## src/dics_pkg.sv

```systemverilog
package dics_pkg;
  localparam int CLK_PERIOD_NS = 100;
  localparam int CLEAR_TIME_NS = 2000;
  localparam int CLEAR_CYC = (CLEAR_TIME_NS + CLK_PERIOD_NS - 1) / CLK_PERIOD_NS;
  localparam int CHANNELS = 4;
  localparam int CONVERTERS = 2;
  localparam int WORDS = 2 * CHANNELS;
  localparam int RES_W = 20;
  localparam int SHORT_W = 16;
  localparam int SR_W = WORDS * RES_W;
  localparam int FIFO_DEPTH = 8;
  localparam logic [7:0] BITS_LONG = 8'hA0;
  localparam logic [7:0] BITS_SHORT = 8'h80;
  localparam logic [4:0] CLEAR_LAST = 5'(CLEAR_CYC - 1);
  localparam logic [3:0] LOAD_LAST = 4'(WORDS - 1);
  localparam logic PAIR_LAST = 1'b1;

  typedef enum logic [2:0] {
    DICS_IDLE = 3'h0,
    DICS_START = 3'h1,
    DICS_SIDE_TOGGLE_CONTROL = 3'h3,
    DICS_PUSH0 = 3'h2,
    DICS_PUSH1 = 3'h6,
    DICS_CLEAR = 3'h7
  } dics_state_t;

  function automatic logic [7:0] dics_total_bits(input logic long_words);
    return long_words ? BITS_LONG : BITS_SHORT;
  endfunction
endpackage

```

## src/dics_fifo.sv

```systemverilog
`timescale 1ns/1ps
module dics_fifo #(
  parameter int W = 20,
  parameter int D = 8
) (
  input wire logic clk_i,
  input wire logic rst_i,
  input wire logic in_valid_i,
  output logic in_ready_o,
  input wire logic [W-1:0] in_data_i,
  output logic out_valid_o,
  input wire logic out_ready_i,
  output logic [W-1:0] out_data_o
);
  localparam int AW = $clog2(D);
  // storage words live in the state record; only the pointers are cleared by reset
  typedef struct packed {
    logic [D-1:0][W-1:0] mem;
    logic [AW:0] wr;
    logic [AW:0] rd;
  } dics_fifo_regs_t;

  dics_fifo_regs_t s_reg;
  dics_fifo_regs_t s_next;
  logic push;
  logic pop;

  // extra pointer bit tells full from empty when the low bits meet
  assign in_ready_o = (s_reg.wr[AW-1:0] != s_reg.rd[AW-1:0]) || (s_reg.wr[AW] == s_reg.rd[AW]);
  assign out_valid_o = s_reg.wr != s_reg.rd;
  assign out_data_o = s_reg.mem[s_reg.rd[AW-1:0]];
  assign push = in_valid_i && in_ready_o;
  assign pop = out_valid_o && out_ready_i;

  always_comb begin
    s_next = s_reg;
    if (push) begin
      s_next.mem[s_reg.wr[AW-1:0]] = in_data_i;
      s_next.wr = s_reg.wr + 1'b1;
    end
    if (pop) begin
      s_next.rd = s_reg.rd + 1'b1;
    end
    if (rst_i) begin
      s_next.wr = '0;
      s_next.rd = '0;
    end
  end

  always_ff @(posedge clk_i) begin
    s_reg <= s_next;
  end
endmodule // dics_fifo

```

## src/dics_sequencer.sv

```systemverilog
`timescale 1ns/1ps
// What this block does
// - four channels, two integrators each, two converters fed by four-input muxes
// - one side is digitized while the other side integrates, without pause
// - load both sides of every channel into shift register, then assert ready low
// - sequencing on system clock waits on serial readout only when the result FIFO is full
// - after conversion, clear and charge capacitor, then wait with reference off
// - rising toggle edge closes side A input switch, starting side A integration
// - falling edge moves input to side B and presents side A to converters
// - side B converted and cleared while side A integrates
// - range code selects same feedback capacitor for every integrator
// - codes 000 to 111 map to 3 through 87.5 pF feedback capacitors
// - toggle high means side A integrates, low means side B integrates
// - word length select gives 16-bit results low, 20-bit results high
module dics_sequencer import dics_pkg::*; (
  input wire logic clk_i,
  input wire logic rst_i,
  input wire logic side_toggle_control_i,
  input wire logic [2:0] full_scale_select_i,
  input wire logic word_length_select_i,
  input wire logic serial_shift_clock_i,
  input wire logic serial_data_in_i,
  input wire logic side_toggle_control_done_i,
  input wire logic [RES_W-1:0] side_toggle_control_data0_i,
  input wire logic [RES_W-1:0] side_toggle_control_data1_i,
  output logic side_toggle_control_start_o,
  output logic [1:0] mux_sel_o,
  output logic side_a_input_switch_o,
  output logic side_b_input_switch_o,
  output logic [1:0] reference_charge_switch_o,
  output logic [1:0] capacitor_clear_switch_o,
  output logic [2:0] feedback_capacitor_o,
  output logic serial_data_o,
  output logic serial_data_n_o,
  output logic result_ready_n_o
);
  typedef struct packed {
    logic tog_s1;
    logic tog_s2;
    logic tog_d;
    logic clk_s1;
    logic clk_s2;
    logic clk_d;
    logic din_s1;
    logic din_s2;
    logic wl_s1;
    logic wl_s2;
    logic [2:0] fs_s1;
    logic [2:0] fs_s2;
    logic integrating;
    logic int_a;
    dics_state_t st;
    logic pair;
    logic [4:0] cnt;
    logic [RES_W-1:0] res0;
    logic [RES_W-1:0] res1;
    logic [SR_W-1:0] sr;
    logic [3:0] load_cnt;
    logic [7:0] bit_cnt;
    logic ready_n;
  } dics_regs_t;

  dics_regs_t s_reg;
  dics_regs_t s_next;
  logic tog_rise;
  logic tog_fall;
  logic sclk_rise;
  logic push_valid;
  logic push_ready;
  logic [RES_W-1:0] push_data;
  logic pop_valid;
  logic pop_ready;
  logic [RES_W-1:0] pop_data;
  logic [7:0] total_bits;

  // toggle is nominally aligned to clk, but still treated as a pin
  assign tog_rise = s_reg.tog_s2 && !s_reg.tog_d;
  assign tog_fall = !s_reg.tog_s2 && s_reg.tog_d;
  // readout clock is only sampled; the sequence waits on it only when the FIFO is full
  assign sclk_rise = s_reg.clk_s2 && !s_reg.clk_d;
  assign total_bits = dics_total_bits(s_reg.wl_s2);

  assign push_valid = (s_reg.st == DICS_PUSH0) || (s_reg.st == DICS_PUSH1);
  assign push_data = (s_reg.st == DICS_PUSH0) ? s_reg.res0 : s_reg.res1;
  // loading is held off until the previous frame has been shifted out
  assign pop_ready = s_reg.ready_n && (s_reg.bit_cnt == 8'h00);

  dics_fifo #(.W(RES_W), .D(FIFO_DEPTH)) u_fifo (
    .clk_i(clk_i),
    .rst_i(rst_i),
    .in_valid_i(push_valid),
    .in_ready_o(push_ready),
    .in_data_i(push_data),
    .out_valid_o(pop_valid),
    .out_ready_i(pop_ready),
    .out_data_o(pop_data)
  );

  always_comb begin
    s_next = s_reg;
    s_next.tog_s1 = side_toggle_control_i;
    s_next.tog_s2 = s_reg.tog_s1;
    s_next.tog_d = s_reg.tog_s2;
    s_next.clk_s1 = serial_shift_clock_i;
    s_next.clk_s2 = s_reg.clk_s1;
    s_next.clk_d = s_reg.clk_s2;
    s_next.din_s1 = serial_data_in_i;
    s_next.din_s2 = s_reg.din_s1;
    s_next.wl_s1 = word_length_select_i;
    s_next.wl_s2 = s_reg.wl_s1;
    s_next.fs_s1 = full_scale_select_i;
    s_next.fs_s2 = s_reg.fs_s1;

    unique case (s_reg.st)
      DICS_IDLE: begin
      end
      DICS_START: begin
        s_next.st = DICS_SIDE_TOGGLE_CONTROL;
      end
      DICS_SIDE_TOGGLE_CONTROL: begin
        if (side_toggle_control_done_i) begin
          s_next.res0 = side_toggle_control_data0_i;
          s_next.res1 = side_toggle_control_data1_i;
          s_next.st = DICS_PUSH0;
        end
      end
      DICS_PUSH0: begin
        if (push_ready) begin
          s_next.st = DICS_PUSH1;
        end
      end
      DICS_PUSH1: begin
        if (push_ready) begin
          if (s_reg.pair == PAIR_LAST) begin
            s_next.st = DICS_CLEAR;
            s_next.cnt = '0;
          end else begin
            s_next.pair = 1'b1;
            s_next.st = DICS_START;
          end
        end
      end
      DICS_CLEAR: begin
        s_next.cnt = s_reg.cnt + 5'h01;
        if (s_reg.cnt == CLEAR_LAST) begin
          s_next.st = DICS_IDLE; // reference off until next integration
        end
      end
    endcase

    // each edge swaps sides; every edge but the first digitizes the side that just stopped
    if (tog_rise || tog_fall) begin
      s_next.int_a = tog_rise;
      s_next.integrating = 1'b1;
      s_next.pair = 1'b0;
      // the very first edge has nothing integrated on the idle side
      s_next.st = s_reg.integrating ? DICS_START : DICS_IDLE;
    end

    if (pop_valid && pop_ready) begin
      if (s_reg.wl_s2) begin
        s_next.sr = {s_reg.sr[SR_W-RES_W-1:0], pop_data};
      end else begin
        s_next.sr = {s_reg.sr[SR_W-SHORT_W-1:0], pop_data[RES_W-1 -: SHORT_W]};
      end
      s_next.load_cnt = s_reg.load_cnt + 4'h1;
      if (s_reg.load_cnt == LOAD_LAST) begin
        s_next.ready_n = 1'b0;
        s_next.load_cnt = '0;
      end
    end

    if (sclk_rise && !s_reg.ready_n) begin
      // cascade data enters behind our own bits
      s_next.sr = {s_reg.sr[SR_W-2:0], s_reg.din_s2};
      s_next.bit_cnt = s_reg.bit_cnt + 8'h01;
      if (s_reg.bit_cnt == total_bits - 8'h01) begin
        s_next.bit_cnt = '0;
        s_next.ready_n = 1'b1;
      end
    end

    if (rst_i) begin
      s_next = '0;
      s_next.st = DICS_IDLE;
      s_next.ready_n = 1'b1;
    end
  end

  always_ff @(posedge clk_i) begin
    s_reg <= s_next;
  end

  assign side_toggle_control_start_o = s_reg.st == DICS_START;
  // converters see the side that is not integrating
  assign mux_sel_o = {s_reg.int_a, s_reg.pair};
  assign side_a_input_switch_o = s_reg.integrating && s_reg.int_a;
  assign side_b_input_switch_o = s_reg.integrating && !s_reg.int_a;
  assign reference_charge_switch_o = (s_reg.st == DICS_CLEAR) ? {s_reg.int_a, !s_reg.int_a} : 2'h0;
  assign capacitor_clear_switch_o = reference_charge_switch_o;
  assign feedback_capacitor_o = s_reg.fs_s2; // one code for all eight integrators
  assign serial_data_o = s_reg.wl_s2 ? s_reg.sr[SR_W-1] : s_reg.sr[WORDS*SHORT_W-1];
  assign serial_data_n_o = !serial_data_o;
  assign result_ready_n_o = s_reg.ready_n;
endmodule // dics_sequencer

```

## config.mk

```make
export PLATFORM = sky130hd
export DESIGN_NAME = dics_sequencer
export DESIGN_NICKNAME = d
export VERILOG_FILES = /design/src/dics_pkg.sv /design/src/dics_fifo.sv /design/src/dics_sequencer.sv
export SDC_FILE = /design/constraint.sdc
export NUM_CORES = 1
export LEC_CHECK = 0
export BUFFER_PORTS_ARGS = -buffer_cell sky130_fd_sc_hd__buf_2
export CAP_MARGIN = 0
export CORE_ASPECT_RATIO = 1.2
export CORE_MARGIN = 2
export CORE_UTILIZATION = 46
export DETAILED_ROUTE_END_ITERATION = 10
export PLACE_DENSITY_LB_ADDON = 0.08
export SETUP_SLACK_MARGIN = 0.05
export SLEW_MARGIN = 40
export SYNTH_ARGS = -nofsm -noshare
export SYNTH_HDL_FRONTEND = slang
export SYNTH_HIERARCHICAL = 1
export SYNTH_SLANG_ARGS = --single-unit
```

## constraint.sdc

```tcl
create_clock -name clk_i -period 8.39 [get_ports clk_i]
set_clock_uncertainty 0.1 [all_clocks]
set_input_delay 0.4195 -clock clk_i [delete_from_list [all_inputs] [get_ports clk_i]]
set_output_delay 0.4195 -clock clk_i [all_outputs]
set_load 0.01 [all_outputs]
```

==> results.md <==
* Outcome: completed
* Post-synth EDFFs at between 150 and 200
* MaxCap Viol Count at 0
* Number of synthesized register bits at approximately 400
* Clock slew at reported path FFs at ~0.060 ns
* Clock Latency Late Sink at approximately 0.57 ns
* Synthesis Warnings at 6
* Busiest grt layer: met2
* Slowest CP cell: buf_6
* CTS root buffer: clkbuf_16
* CTS Sinks at a little over 400
* Slowest stage delay, CP at about 0.65 ns
* Total wire length at 41.2 mm
* WS Path Type: flop to flop
* Deepest clock path buffer count at 3
* Global routing usage on met1 at a little over a quarter
* Crit path max-delay family: buffers and inverters
* Largest family of logic cells by synthesized area: simple AND/OR/NAND/NOR gates
* Storage cell area at roughly 9800 sq um
* FILL cells at 3490
* Post-route minimum period at between 3 and 4 ns
* PwrDens at 335 nW/um^2
* Worst Path Required at 8.77 ns
* # rows at 80
* Multiplexer share of the synthesized area at ~8%
* Grt met3 use at under 10%
* Die width at about 190 um
* Num CTS Buffers at 44
* RSZ-0062 raised after global routing: false
* Post-synth top flop: dfxtp_1
* Post-route setup TNS at 0 ns
* Worst r2r src: u_fifo/s_reg[1]
* Initial antenna violation count at 0
* # nets final at ~1900
* Reg2reg path depth at 8
* R2r setup slk at about 4.8 ns
* Startpoint Class: flop
* Final setup vio count at 0
* Vias in the first global route at roughly 12000
* First-pass detailed-route iteration total at 4
* CTS H-Tree Depth at 2
* Post-CTS Setup Bufs at 0
* CP Cell Sequence: buf_4 -> xor2_1 -> nor3_1 -> nand2_1 -> nand3_4 -> buf_6 -> a211oi_1 -> o31ai_1
* First-pass GRT wire length at around 67 mm
* Largest net degree at the start of global routing at 160
* Total track usage at about a fifth
* Adder-Cell Fraction of Synth Area at less than 1%
* Compound-Gate Fraction of Synth Area at between 15 and 20%
* Largest register FFs at roughly 230
* Grt ovf at 0
* Static Leak at ~7.2 nW
* Port Buffers at 64
* Worst reg2reg endpoint: s_reg[135]
* Max Slew Vio Count at 0
* Core Area at 39500 sq um
* Bufs and invs on worst path at 2
* Antenna diode count at 0
* Max VDD drop at about 0.00019 V
* Worst path depth at 8
* Worst EP arrival at just under 4 ns
* Post-Syn Nets at approximately 1800
* Worst-Margin Slew at 0.842 ns
* Final Cycle Share at between 40 and 50%
* Area of the multi-input gates at 7830 sq um
* Drt drc at 0
* Hold-fix buffers, CTS at between 40 and 50
* Die ar. at a little over 40000 sq um
* Simple-gate share of the synthesized area at between 10% and 20%
* Hold Crit Class: primary input to flop
* Die height at 222 um
* Via count at between 10000 and 15000
* Endpoints failing hold at 0
* Syn avg cell area at a little over 10 sq um
* XOR/XNOR Fraction of Synth Area at less than 1%
* Crit path to: s_reg[135]
* Global Route met2 Usage at between 30% and 40%
* Crit path from: u_fifo/s_reg[1]
* CP max FO at just under 100
* Worst slew margin at 43.9%
* Initial DRC Count at 750
* Dpl hpwl at approximately 24 mm
* Post-CTS sizing at 0
* Starting density of the core at 46.3%
* Cells after Synth at between 1500 and 2000
* WL per Instance at approximately 17 um
* CTS tree: built
* Seq/Total Area, Yosys at a little over half
* Distinct cell type count of the synthesized netlist at 50
* Synth-to-Final Area Change at 13.8%
* GPL Wtd Cong at around 0.73
* Max Freq at around 280 MHz
* DR vias/cell at roughly 5.4
* Layout cell share with drive strength beyond 1 at between 10% and 20%
* Synth Cell Area at between 15000 and 20000 sq um
* I/O pin cnt at 65
* Total Power at about 7 mW
* ANT nets after route at 0
* CP endpoint kind: flop
* Post-synth ARST share at 0%
-- cell usage in the layout (no fill, tap or decap), types with 8 or more instances in the layout --
cell and count:
clkinv_2 9, a211oi_1 161, nor2_1 186, a21oi_1 50, clkbuf_16 44, dfxtp_1 245
xor2_1 11, nor2b_1 184, buf_4 17, mux4_2 40, inv_1 11, edfxtp_1 160
mux2_2 43, xnor2_1 8, dlygate4sd3_1 47, nand2_1 257, buf_2 64, nand4_1 8
o31ai_1 159
-- Yosys cell counts (all sizes together) (2+ instances only) --
master | count | area, sq um
nand2 | 257 | 965
dfxtp | 248 | 4960
nor2 | 187 | 702
nor2b | 185 | 1160
a211oi | 161 | 1210
edfxtp | 160 | 4800
o31ai | 159 | 1190
clkbuf | 107 | 403
a21oi | 50 | 250
buf | 50 | 328
mux2 | 44 | 499
mux4 | 40 | 901
inv | 11 | 41.3
xor2 | 11 | 96.3
nand4 | 8 | 50.1
xnor2 | 8 | 70.1
and2 | 7 | 43.8
ha | 7 | 87.6
nand3 | 7 | 35.0
nor3 | 7 | 35.0
mux2i | 6 | 60.1
nand2b | 6 | 37.5
and3 | 5 | 31.3
nor3b | 4 | 30.0
nor4b | 4 | 47.6
o21ai | 4 | 20.0
or3 | 4 | 25.0
a221oi | 3 | 26.3
a41oi | 3 | 26.3
nor4 | 3 | 25.0
nor4bb | 2 | 20.0
o211ai | 2 | 15.0
or2 | 2 | 12.5
-- layout make-up --
class | count | share of cell area (%)
clock buffers | 56 | 5.84
multi-input cells | 1196 | 37.6
clock inverters | 24 | 1.10
flip-flops and latches | 408 | 47.0
well taps | 533 | 3.20
inverters | 11 | 0.198
repair buffers | 137 | 5.10
-- metrics by stage --
stage / cells / util [%] / hold WS [ns] / setup slack (ns) / area, sq um
finish: 2365 / 52.7 / 0.112 / 4.85 / 20800
floorplan: 1772 / - / 0.301 / 4.68 / 18300
global placement: 2235 / 47.6 / 0.316 / 4.58 / 18800
global route: 2365 / 52.7 / 0.127 / 4.56 / 20800
detailed placement: 2237 / 47.8 / 0.323 / 4.87 / 18900
CTS: 2364 / 52.6 / 0.0784 / 4.82 / 20800
-- per-layer routing --
metal	vias to the layer above	part of all wire, %	routed length (um)
met5	-	0	0
met4	0	2.1	880
met3	54	2.9	1190
met2	173	49	20000
met1	6190	46	19100
li1	6418	-	-
-- worst min path at each step --
stage	to	slack [ns]	from	cells past startpoint
global placement	feedback_capacitor_o[2]	0.32	s_reg[229]	1
finish	s_reg[2]	0.11	rst_i	2
detailed placement	feedback_capacitor_o[2]	0.32	s_reg[229]	1
floorplan	s_reg[13]	0.30	s_reg[232]	2
CTS	s_reg[7]	0.08	rst_i	2
global route	s_reg[230]	0.13	rst_i	2
-- power breakdown --
part / internal (mW) / switching (mW)
registers: 2.35 / 0.299
logic: 1.03 / 1.36
clock network: 1.12 / 0.805
-- cell families after synthesis --
| kind of cell | after synthesis |
|---|---|
| AO/OA/AOI/OAI | 389 |
| XOR/XNOR | 19 |
| adder cells (fa/ha/maj) | 7 |
| buffers and inverters | 168 |
| flip-flops | 408 |
| multiplexers | 90 |
| AND/OR/NAND/NOR | 691 |
Power figures use the tool's default switching activity.
